--- config.mk ---
export PLATFORM = sky130hd
export DESIGN_NAME = ots_terminal_select
export DESIGN_NICKNAME = d
export VERILOG_FILES = /design/src/logic/ots_pkg.sv /design/src/logic/ots_avg_pulse.sv /design/src/logic/ots_terminal_select.sv
export SDC_FILE = /design/constraint.sdc
export NUM_CORES = 1
export LEC_CHECK = 0
export BUFFER_PORTS_ARGS = -buffer_cell sky130_fd_sc_hd__buf_4
export CELL_PAD_IN_SITES_DETAIL_PLACEMENT = 2
export CELL_PAD_IN_SITES_GLOBAL_PLACEMENT = 2
export CORE_UTILIZATION = 37
export DETAILED_ROUTE_END_ITERATION = 10
export PLACE_DENSITY = 0.91
export SLEW_MARGIN = 0
export SYNTH_ARGS = -nofsm -noshare
export SYNTH_HDL_FRONTEND = slang
export SYNTH_SLANG_ARGS = --single-unit
--- constraint.sdc ---
create_clock -name clk_i -period 6.6 [get_ports clk_i]
set_input_delay 0.33 -clock clk_i [delete_from_list [all_inputs] [get_ports clk_i]]
set_output_delay 0.33 -clock clk_i [all_outputs]
set_load 0.02 [all_outputs]
--- src/logic/ots_pkg.sv ---
package ots_pkg;

   // ==========================================================
   // Register map, byte addresses on the Wishbone slave.
   localparam logic [4:0] OTS_ADR_T1_SEL = 5'h00;
   localparam logic [4:0] OTS_ADR_T2_SEL = 5'h04;
   localparam logic [4:0] OTS_ADR_RELAY_SEL = 5'h08;
   localparam logic [4:0] OTS_ADR_REMOTE = 5'h0C;
   localparam logic [4:0] OTS_ADR_MAINT_CNT = 5'h10;
   localparam logic [4:0] OTS_ADR_MAINT_THR = 5'h14;
   localparam logic [4:0] OTS_ADR_CTRL = 5'h18;
   localparam logic [4:0] OTS_ADR_STATUS = 5'h1C;

   // ==========================================================
   // Setting codes and their polarity split.
   localparam logic [7:0] OTS_NEG_OFFSET = 8'h64;
   localparam logic [7:0] OTS_CODE_LIMIT = 8'hC8;
   localparam logic [7:0] OTS_C_RUNNING = 8'h00;
   localparam logic [7:0] OTS_C_FREQ_REACHED = 8'h01;
   localparam logic [7:0] OTS_C_FREQ_DETECT = 8'h04;
   localparam logic [7:0] OTS_C_READY = 8'h0B;
   localparam logic [7:0] OTS_C_SAFE_MON = 8'h50;
   localparam logic [7:0] OTS_C_SAFE_HEALTHY = 8'h51;
   localparam logic [7:0] OTS_C_LIFE = 8'h5A;
   localparam logic [7:0] OTS_C_POWER_OFF = 8'h5B;
   localparam logic [7:0] OTS_C_AVG_PULSE = 8'h5D;
   localparam logic [7:0] OTS_C_MAINT = 8'h5F;
   localparam logic [7:0] OTS_C_REMOTE = 8'h60;
   localparam logic [7:0] OTS_C_MINOR = 8'h62;
   localparam logic [7:0] OTS_C_TRIP = 8'h63;

   // ==========================================================
   // Values after reset.
   localparam logic [7:0] OTS_RST_T1_SEL = 8'h00;
   localparam logic [7:0] OTS_RST_T2_SEL = 8'h04;
   localparam logic [7:0] OTS_RST_RELAY_SEL = 8'h63;
   localparam logic [15:0] OTS_RST_MAINT_THR = 16'hFFFF;

   // ==========================================================
   // Control and status bit positions.
   localparam int OTS_CTRL_FAULT_RESET = 0;
   localparam int OTS_ST_TERM = 0;
   localparam int OTS_ST_TRIP = 3;
   localparam int OTS_ST_READY = 4;
   localparam int OTS_ST_RUN = 5;
   localparam int OTS_ST_MAINT = 6;
   localparam int OTS_ST_REJECT = 7;

   // ==========================================================
   // Pulse monitor slot length in clock cycles.
   localparam int OTS_CLK_HZ = 25_000_000;
   localparam int OTS_SLOT_US = 1000;
   localparam int OTS_SLOT_CYCLES = OTS_CLK_HZ / 1_000_000 * OTS_SLOT_US;

   typedef enum logic [4:0] {
      OTS_PS_START = 5'b00001,
      OTS_PS_GAP1 = 5'b00010,
      OTS_PS_CURRENT = 5'b00100,
      OTS_PS_GAP2 = 5'b01000,
      OTS_PS_MAINT = 5'b10000
   } ots_pulse_state_e;

endpackage

--- src/logic/ots_avg_pulse.sv ---
`timescale 1ns/1ps
module ots_avg_pulse #(
   parameter int VAL_W = 8,
   parameter int SLOT_CYCLES = ots_pkg::OTS_SLOT_CYCLES
) (
   input wire logic clk_i,
   input wire logic rst_i,
   input wire logic [VAL_W-1:0] current_i,
   input wire logic [VAL_W-1:0] maint_i,
   output logic pulse_o
);
   import ots_pkg::*;

   if (VAL_W < 1 || VAL_W > 16 || SLOT_CYCLES < 1) begin
      $error("ots_avg_pulse: unsupported parameters");
   end

   // ==========================================================
   // Slot divider: one enable pulse per slot.
   logic [31:0] div_q;
   logic slot_en;
   assign slot_en = (div_q == 32'(SLOT_CYCLES - 1));

   always_ff @(posedge clk_i) begin
      if (rst_i || slot_en) begin
         div_q <= 32'h0000_0000;
      end else begin
         div_q <= div_q + 32'h0000_0001;
      end
   end

   // ==========================================================
   // Frame: start mark, gap, current width, gap, timer width.
   // Widths are sampled at frame start so a frame stays coherent.
   ots_pulse_state_e st_q;
   logic [VAL_W:0] left_q;
   logic [VAL_W-1:0] maint_q;

   always_ff @(posedge clk_i) begin
      if (rst_i) begin
         st_q <= OTS_PS_START;
         left_q <= '0;
         maint_q <= '0;
         pulse_o <= 1'b0;
      end else if (slot_en) begin
         unique case (st_q)
            OTS_PS_START: begin
               pulse_o <= 1'b1;
               maint_q <= maint_i;
               left_q <= {1'b0, current_i} + 1'b1;
               st_q <= OTS_PS_GAP1;
            end
            OTS_PS_GAP1: begin
               pulse_o <= 1'b0;
               st_q <= OTS_PS_CURRENT;
            end
            OTS_PS_CURRENT: begin
               pulse_o <= (left_q > 1);
               left_q <= left_q - 1'b1;
               if (left_q <= 1) begin
                  left_q <= {1'b0, maint_q} + 1'b1;
                  st_q <= OTS_PS_GAP2;
               end
            end
            OTS_PS_GAP2: begin
               pulse_o <= 1'b0;
               st_q <= OTS_PS_MAINT;
            end
            OTS_PS_MAINT: begin
               pulse_o <= (left_q > 1);
               left_q <= left_q - 1'b1;
               if (left_q <= 1) begin
                  st_q <= OTS_PS_START;
               end
            end
         endcase
      end
   end
endmodule

--- src/logic/ots_terminal_select.sv ---
`timescale 1ns/1ps
module ots_terminal_select #(
   parameter bit SAFETY_MODEL = 1'b1,
   parameter int PULSE_W = 8,
   parameter int SLOT_CYCLES = ots_pkg::OTS_SLOT_CYCLES
) (
   input wire logic clk_i,
   input wire logic rst_i,
   // Classic Wishbone slave.
   input wire logic wb_cyc_i,
   input wire logic wb_stb_i,
   input wire logic wb_we_i,
   input wire logic [4:0] wb_adr_i,
   input wire logic [3:0] wb_sel_i,
   input wire logic [31:0] wb_dat_i,
   output logic [31:0] wb_dat_o,
   output logic wb_ack_o,
   // Drive status inputs.
   input wire logic drive_resetting_i,
   input wire logic freq_at_start_i,
   input wire logic dc_brake_i,
   input wire logic start_cmd_i,
   input wire logic frequency_reached_flag_i,
   input wire logic freq_detect_i,
   input wire logic output_stop_input_i,
   input wire logic safety_stop_i,
   input wire logic [3:0] safety_fault_i,
   input wire logic [3:0] life_end_i,
   input wire logic [6:0] power_off_src_i,
   input wire logic trip_i,
   input wire logic fault_reset_i,
   input wire logic coasting_i,
   input wire logic power_loss_i,
   input wire logic fan_fail_i,
   input wire logic comm_warn_i,
   input wire logic maint_tick_i,
   input wire logic [PULSE_W-1:0] avg_current_i,
   // Terminal drive, high while the terminal conducts.
   output logic term1_on_o,
   output logic term2_on_o,
   output logic relay_on_o
);
   import ots_pkg::*;

   if (PULSE_W < 1 || PULSE_W > 16) begin
      $error("ots_terminal_select: PULSE_W out of range");
   end

   // ==========================================================
   // Code decoding helpers.

   // Splits a setting code into base code and negative polarity.
   function automatic logic [7:0] base_of(input logic [7:0] code);
      if (code >= OTS_NEG_OFFSET) begin
         return 8'(code - OTS_NEG_OFFSET);
      end
      return code;
   endfunction

   function automatic logic neg_of(input logic [7:0] code);
      return (code >= OTS_NEG_OFFSET);
   endfunction

   // Decides whether a selector may take a code.
   function automatic logic code_ok(input logic [7:0] code,
                                    input logic is_relay);
      logic [7:0] b;
      logic ok;
      b = base_of(code);
      ok = 1'b0;
      if (code < OTS_CODE_LIMIT) begin
         unique case (b)
            OTS_C_RUNNING, OTS_C_FREQ_REACHED, OTS_C_FREQ_DETECT,
            OTS_C_READY, OTS_C_LIFE, OTS_C_POWER_OFF, OTS_C_MAINT,
            OTS_C_REMOTE, OTS_C_MINOR, OTS_C_TRIP: ok = 1'b1;
            OTS_C_SAFE_MON, OTS_C_SAFE_HEALTHY: ok = SAFETY_MODEL;
            OTS_C_AVG_PULSE: ok = !is_relay;
            default: ok = 1'b0;
         endcase
      end
      return ok;
   endfunction

   // Merges a write into a 16-bit field under the byte lanes.
   function automatic logic [15:0] merge16(input logic [15:0] old,
                                           input logic [31:0] wdat,
                                           input logic [3:0] sel);
      logic [15:0] r;
      r = old;
      if (sel[0]) begin
         r[7:0] = wdat[7:0];
      end
      if (sel[1]) begin
         r[15:8] = wdat[15:8];
      end
      return r;
   endfunction

   // ==========================================================
   // Wishbone handshake: one wait state, ack drops after one cycle.
   logic req;
   logic wr;
   assign req = wb_cyc_i && wb_stb_i && !wb_ack_o;
   assign wr = req && wb_we_i;

   always_ff @(posedge clk_i) begin
      if (rst_i) begin
         wb_ack_o <= 1'b0;
      end else begin
         wb_ack_o <= req;
      end
   end

   // ==========================================================
   // Selector registers. A refused code leaves the old setting.
   logic [7:0] sel_q [3];
   logic reject_q;
   logic [1:0] wr_idx;
   logic wr_sel;
   logic [2:0] remote_q;

   always_comb begin
      wr_idx = 2'd0;
      wr_sel = 1'b0;
      unique case (wb_adr_i)
         OTS_ADR_T1_SEL: begin
            wr_idx = 2'd0;
            wr_sel = wr && wb_sel_i[0];
         end
         OTS_ADR_T2_SEL: begin
            wr_idx = 2'd1;
            wr_sel = wr && wb_sel_i[0];
         end
         OTS_ADR_RELAY_SEL: begin
            wr_idx = 2'd2;
            wr_sel = wr && wb_sel_i[0];
         end
         default: wr_sel = 1'b0;
      endcase
   end

   // Reset defaults put running on terminal one and trip on the relay.
   always_ff @(posedge clk_i) begin
      if (rst_i) begin
         sel_q[0] <= OTS_RST_T1_SEL;
         sel_q[1] <= OTS_RST_T2_SEL;
         sel_q[2] <= OTS_RST_RELAY_SEL;
         reject_q <= 1'b0;
      end else if (wr_sel) begin
         if (code_ok(wb_dat_i[7:0], wr_idx == 2'd2)) begin
            sel_q[wr_idx] <= wb_dat_i[7:0];
            reject_q <= 1'b0;
         end else begin
            reject_q <= 1'b1;
         end
      end
   end

   // Remote output bits, one per terminal.
   always_ff @(posedge clk_i) begin
      if (rst_i) begin
         remote_q <= 3'b000;
      end else if (wr && wb_sel_i[0] && wb_adr_i == OTS_ADR_REMOTE) begin
         remote_q <= wb_dat_i[2:0];
      end
   end

   // ==========================================================
   // Maintenance count and threshold. The tick wins over a write
   // arriving in the same cycle only by adding to the written value.
   logic [15:0] maint_cnt_q;
   logic [15:0] maint_thr_q;
   logic [15:0] cnt_base;
   logic maint_flag;

   assign cnt_base = (wr && wb_adr_i == OTS_ADR_MAINT_CNT)
      ? merge16(maint_cnt_q, wb_dat_i, wb_sel_i) : maint_cnt_q;

   always_ff @(posedge clk_i) begin
      if (rst_i) begin
         maint_cnt_q <= 16'h0000;
      end else if (maint_tick_i && cnt_base != 16'hFFFF) begin
         maint_cnt_q <= cnt_base + 16'h0001;
      end else begin
         maint_cnt_q <= cnt_base;
      end
   end

   always_ff @(posedge clk_i) begin
      if (rst_i) begin
         maint_thr_q <= OTS_RST_MAINT_THR;
      end else if (wr && wb_adr_i == OTS_ADR_MAINT_THR) begin
         maint_thr_q <= merge16(maint_thr_q, wb_dat_i, wb_sel_i);
      end
   end

   assign maint_flag = (maint_cnt_q >= maint_thr_q);

   // ==========================================================
   // Trip flag: held until a fault reset. A trip in the reset cycle
   // keeps the flag set, so no trip is ever lost.
   logic trip_fault_flag_q;
   logic fault_clr;
   assign fault_clr = fault_reset_i ||
      (wr && wb_sel_i[0] && wb_adr_i == OTS_ADR_CTRL &&
       wb_dat_i[OTS_CTRL_FAULT_RESET]);

   always_ff @(posedge clk_i) begin
      if (rst_i) begin
         trip_fault_flag_q <= 1'b0;
      end else if (trip_i) begin
         trip_fault_flag_q <= 1'b1;
      end else if (fault_clr) begin
         trip_fault_flag_q <= 1'b0;
      end
   end

   // ==========================================================
   // Status conditions.
   logic shutoff;
   logic operation_ready_flag;
   logic running;
   logic safety_circuit_healthy;
   logic life_alarm;
   logic power_off_fault;
   logic minor_alarm;
   logic avg_current_pulse_out;

   // Shutoff covers a held fault, the output-stop input and safety stop.
   assign shutoff = trip_fault_flag_q || output_stop_input_i ||
      safety_stop_i;

   // Ready survives coasting or power loss alone, but not coasting during power loss.
   assign operation_ready_flag = !drive_resetting_i && !shutoff &&
      !(coasting_i && power_loss_i);

   // Coasting forces running low even though ready may stay on.
   assign running = freq_at_start_i && start_cmd_i && !dc_brake_i &&
      !coasting_i && !drive_resetting_i && !shutoff;

   assign safety_circuit_healthy = ~|safety_fault_i;
   assign life_alarm = |life_end_i;
   assign power_off_fault = |power_off_src_i;
   assign minor_alarm = fan_fail_i || comm_warn_i;

   // The pulse monitor samples the low bits of the maintenance count.
   ots_avg_pulse #(
      .VAL_W(PULSE_W),
      .SLOT_CYCLES(SLOT_CYCLES)
   ) u_pulse (
      .clk_i(clk_i),
      .rst_i(rst_i),
      .current_i(avg_current_i),
      .maint_i(maint_cnt_q[PULSE_W-1:0]),
      .pulse_o(avg_current_pulse_out)
   );

   // Picks the condition for one selector code.
   function automatic logic pick(input logic [7:0] code,
                                 input logic remote);
      logic c;
      c = 1'b0;
      unique case (base_of(code))
         OTS_C_RUNNING: c = running;
         OTS_C_FREQ_REACHED: c = frequency_reached_flag_i;
         OTS_C_FREQ_DETECT: c = freq_detect_i;
         OTS_C_READY: c = operation_ready_flag;
         OTS_C_SAFE_MON: c = safety_stop_i;
         OTS_C_SAFE_HEALTHY: c = safety_circuit_healthy;
         OTS_C_LIFE: c = life_alarm;
         OTS_C_POWER_OFF: c = power_off_fault;
         OTS_C_AVG_PULSE: c = avg_current_pulse_out;
         OTS_C_MAINT: c = maint_flag;
         OTS_C_REMOTE: c = remote;
         OTS_C_MINOR: c = minor_alarm;
         OTS_C_TRIP: c = trip_fault_flag_q;
         default: c = 1'b0;
      endcase
      return c;
   endfunction

   // ==========================================================
   // Terminal outputs. Each selector decodes on its own, so one
   // condition may sit on several terminals at once.
   logic [2:0] term_q;

   always_ff @(posedge clk_i) begin
      if (rst_i) begin
         term_q <= 3'b000;
      end else begin
         for (int i = 0; i < 3; i++) begin
            term_q[i] <= pick(sel_q[i], remote_q[i]) ^
               neg_of(sel_q[i]);
         end
      end
   end

   assign term1_on_o = term_q[0];
   assign term2_on_o = term_q[1];
   assign relay_on_o = term_q[2];

   // ==========================================================
   // Read data, registered with the ack; unmapped reads give zero.
   logic [31:0] status_w;
   always_comb begin
      status_w = 32'h0000_0000;
      status_w[OTS_ST_TERM +: 3] = term_q;
      status_w[OTS_ST_TRIP] = trip_fault_flag_q;
      status_w[OTS_ST_READY] = operation_ready_flag;
      status_w[OTS_ST_RUN] = running;
      status_w[OTS_ST_MAINT] = maint_flag;
      status_w[OTS_ST_REJECT] = reject_q;
   end

   always_ff @(posedge clk_i) begin
      if (rst_i) begin
         wb_dat_o <= 32'h0000_0000;
      end else if (req && !wb_we_i) begin
         unique case (wb_adr_i)
            OTS_ADR_T1_SEL: wb_dat_o <= {24'h00_0000, sel_q[0]};
            OTS_ADR_T2_SEL: wb_dat_o <= {24'h00_0000, sel_q[1]};
            OTS_ADR_RELAY_SEL: wb_dat_o <= {24'h00_0000, sel_q[2]};
            OTS_ADR_REMOTE: wb_dat_o <= {29'h0000_0000, remote_q};
            OTS_ADR_MAINT_CNT: wb_dat_o <= {16'h0000, maint_cnt_q};
            OTS_ADR_MAINT_THR: wb_dat_o <= {16'h0000, maint_thr_q};
            OTS_ADR_STATUS: wb_dat_o <= status_w;
            default: wb_dat_o <= 32'h0000_0000;
         endcase
      end
   end
endmodule

==> flow_summary.json <==
{
  "power.internal_mw": 1.467,
  "synth_cell_type_count": 77,
  "cts_hold_buf": 0,
  "floorplan.rows": 57,
  "wl_um": 37400,
  "cts_tree": "done",
  "timing.critical_path.mode_cell": "sky130_fd_sc_hd__nand2_1",
  "grt_setup_unrepaired": "no",
  "synth_enable_flop_cells": 24,
  "ir_worst_vdd_v": 0.0001798,
  "die_x_um": 160.4,
  "tritoncts_num_sinks": 136,
  "ctsRootBufferMaster": "sky130_fd_sc_hd__clkbuf_16",
  "area.sequential_um2": 2963,
  "synth_mux_area_share_pct": 5.001,
  "power.switching_fraction_pct": 29.29,
  "layout-drive-gt1-share_pct": 13.10,
  "numPlacedInstances": 1521,
  "maxSlewViolCount": 0,
  "period_needed_ns": 3.916,
  "ff2ff_path_depth": 13,
  "final_cell_count_no_fill": 1554,
  "clock_latency_ns": 0.45,
  "yosys.area_share.xor_xnor_pct": 6.511,
  "comb_power_share_pct": 10.2,
  "power_density_nw_per_um2": 195.3,
  "switching_power_mw": 0.6077,
  "clock.fmax_mhz": 255.4,
  "worst_slew_pin_slew_ns": 1.338,
  "maximum_number_of_buffers_from_clock_root_to_sink": 2,
  "largest_family_of_logic_cells_by_synthesized_area": "simple AND/OR/NAND/NOR gates",
  "place_hpwl_um": 24420,
  "largest_stage_delay_on_the_critical_path_ns": 0.61,
  "post_synth.cell_area_avg_um2": 7.899,
  "synthArstFlopShare_pct": 0,
  "nets": 1330,
  "initial_utilization_pct": 37.94,
  "fp.dieH_um": 160.4,
  "timing.setup.critical_path_class": "in -> reg",
  "grt_overflow_total": 0,
  "critPathRequiredTime_ns": 6.69,
  "r2r-end": "maint_cnt_q[13]",
  "regToRegSetupSlack_ns": 3.11,
  "setup_total_negative_slack_ns": 0,
  "final.hold.worst_slack_ns": 0.1284,
  "grt_pass1_vias": 10410,
  "min_to": "trip_fault_flag_q",
  "outcome": "complete, no violations",
  "viasPerCell": 6.162,
  "synth_sequential_area_ratio_pct": 31.92,
  "synthFlopType": "sky130_fd_sc_hd__dfxtp_1",
  "cp-start-kind": "input port",
  "drt_antenna_net_count": 0,
  "synth_adder_area_share_pct": 4.044,
  "port_buffers": 85,
  "fillcell_total": 2731,
  "count_of_unresolved_drc_violations_after_routing": 0,
  "cts_setup_buffers": 0,
  "synthesis_to_layout_area_growth_pct": 14.45,
  "multi_input_area_um2": 5828,
  "gp_congestion": 0.8624,
  "standard_cell_with_the_maximum_stage_delay_on_the_critical_path": "sky130_fd_sc_hd__o31ai_1",
  "critical_path.reg2reg.startpoint": "wb_ack_o",
  "cell_by_cell_trace_of_the_critical_path": "buf_4 -> clkinv_1 -> ha_1 -> nand2b_1 -> o21a_1 -> a21oi_1 -> o31ai_1 -> nand2_1 -> o22ai_1 -> nand4b_1 -> nand2_1",
  "yosysWarningCount": 0,
  "timing.max_slew.rel_slack_pct": 10.60,
  "holdCritPathClass": "in -> reg",
  "synth-compound-area-share_pct": 18.20,
  "wire_per_inst_um": 24.07,
  "track_usage_pct": 28.80,
  "core_area_um2": 24460,
  "dr.pass1.iters": 7,
  "detailedRoute.firstIterationViolations": 672,
  "min_from": "trip_i",
  "p_leak_nw": 4.274,
  "critical_path.max_fanout": 13,
  "clock_skew_ns": 0.01261,
  "max_cap_violations": 0,
  "post_cts_clock_slew_at_the_launch_and_capture_registers_of_the_worst_setup_and_hold_paths_ns": 0.07,
  "simple_gate_portion_of_the_synthesized_area_pct": 28.39,
  "timing_hold_violations_final": 0,
  "power_frac_seq_pct": 42.4,
  "path_delay_family": "simple AND/OR/NAND/NOR gates",
  "endpoint_kind": "register",
  "layout.cells.most_common_list": "sky130_fd_sc_hd__nor2_1 (160), sky130_fd_sc_hd__nand2_1 (112), sky130_fd_sc_hd__dfxtp_1 (112)",
  "power.share.clock_pct": 47.4,
  "floorplan.io_pins": 120,
  "min_path_cells": 3,
  "synth_cells": 1175,
  "grt_pass1_wl_um": 58480,
  "layout_commonest_cell": "sky130_fd_sc_hd__nor2_1",
  "cts_made_buffers": 17,
  "antenna_found_initial": 1,
  "data_arrival_time_of_the_critical_path_ns": 4.01,
  "period_share_pct": 59.33,
  "postCtsResizedCells": 0,
  "grt_start_max_net_pins": 60,
  "total_buffers_and_inverters_traversed_by_the_critical_path": 2,
  "synth_seq_cells": 136,
  "htree_num_levels": 4,
  "setup_viol_count_final": 0,
  "die_area_um2": 25720,
  "syn-cell-area_um2": 9281,
  "routed_vias": 9576
}
layout make-up:
| type | instances | share of cell area (%) |
|---|---|---|
| antenna | 1 | 0.02356 |
| clock buffer | 17 | 4.005 |
| clock inverter | 15 | 1.484 |
| inverter | 42 | 1.484 |
| multi-input combinational | 928 | 54.86 |
| sequential | 136 | 27.89 |
| tap | 324 | 3.816 |
| timing repair buffer | 91 | 6.431 |
sequential cells by signal (all words and copies together), names as in the netlist, 3 cells and up:
signal,count
maint_cnt_q,16
maint_thr_q,16
remote_q,3
sel_q,24
term_q,3
u_pulse.div_q,32
u_pulse.left_q,9
u_pulse.maint_q,8
u_pulse.st_q,5
wb_dat_o,16
cell families after synthesis:
family | Yosys count
AO/OA/AOI/OAI | 244
XOR/XNOR | 69
adder cells (fa/ha/maj) | 30
buffers and inverters | 126
flip-flops | 136
multiplexers | 45
other | 1
AND/OR/NAND/NOR | 524
worst register-to-register path: cells and delay by family, from the launching register on:
family          cells  cell delay, ns
buf+inv             1            0.29
fa+ha+maj           1            0.23
xor+xnor            1            0.19
flops               1            0.37
simple gates        7            1.27
compound gates      1            0.21
mux                 2            0.80
power by group through the flow:
| stage | registers (mW) | clock network [mW] | logic [mW] |
|---|---|---|---|
| after floorplan | 0.880 | 0 | 0.134 |
| after global placement | 0.896 | 0 | 0.189 |
| after detailed placement | 0.897 | 0 | 0.201 |
| after CTS | 0.879 | 0.995 | 0.208 |
| after global routing | 0.881 | 1.02 | 0.226 |
| final | 0.880 | 0.983 | 0.211 |
cell usage after synthesis (all sizes together) (5+ instances only):
cell type	count	area (um^2)
a211oi	13	97.59
a21o	5	37.54
a21oi	56	280.3
a221oi	5	50.04
a222oi	8	80.08
a22oi	14	105.1
a31oi	9	56.30
and2	28	175.2
and3	15	93.84
and4	6	52.55
buf	27	175.2
clkbuf	57	214.0
dfxtp	112	2242
edfxtp	24	720.7
ha	30	375.4
inv	41	153.9
mux2	11	123.9
mux2i	34	340.3
nand2	112	420.4
nand2b	12	75.07
nand3	46	230.2
nand3b	6	45.04
nand4	32	206.5
nor2	160	600.6
nor2b	11	68.82
nor3	30	155.1
nor3b	7	67.57
nor4	15	100.1
nor4b	5	43.79
o211ai	17	132.6
o21ai	50	250.2
o221a	6	67.56
o221ai	6	52.55
o22ai	6	37.54
o31ai	7	52.55
o32ai	5	43.79
or2	9	56.30
or3	10	62.56
or4	6	45.04
xnor2	32	280.3
xor2	37	324.1
worst max path at each step:
stage	start	endpoint	slack [ns]	cells past startpoint
final	wb_dat_i[2]	sel_q[2][0]	2.68	11
after floorplan	wb_ack_o	maint_cnt_q[9]	3.31	14
after global routing	wb_adr_i[1]	maint_cnt_q[13]	2.61	14
after global placement	wb_adr_i[1]	maint_cnt_q[13]	2.99	14
after CTS	wb_adr_i[1]	maint_cnt_q[13]	2.84	14
after detailed placement	wb_adr_i[1]	maint_cnt_q[13]	2.74	14
per-stage QoR:
step	util (%)	total power [mW]	setup slack [ns]	area, um^2
4_1_cts	43.41	2.083	2.838	10620
5_1_grt	43.42	2.128	2.609	10620
3_5_place_dp	41.03	1.098	2.736	10040
6_report	43.42	2.075	2.684	10620
2_1_floorplan	-	1.015	3.306	9338
3_3_place_gp	41.03	1.086	2.994	10040
metal layers:
metal  vias up  share of wire [%]  GRT usage (%)  wire (um)
met1      4835                 40          33.02      14940
met2       348                 52          52.91      19560
met4         0                3.0          11.99       1135
met5         -                  0              0          0
li1       4297                  -              -          -
met3        96                4.7          4.313       1765
Power figures use the tool's default switching activity.
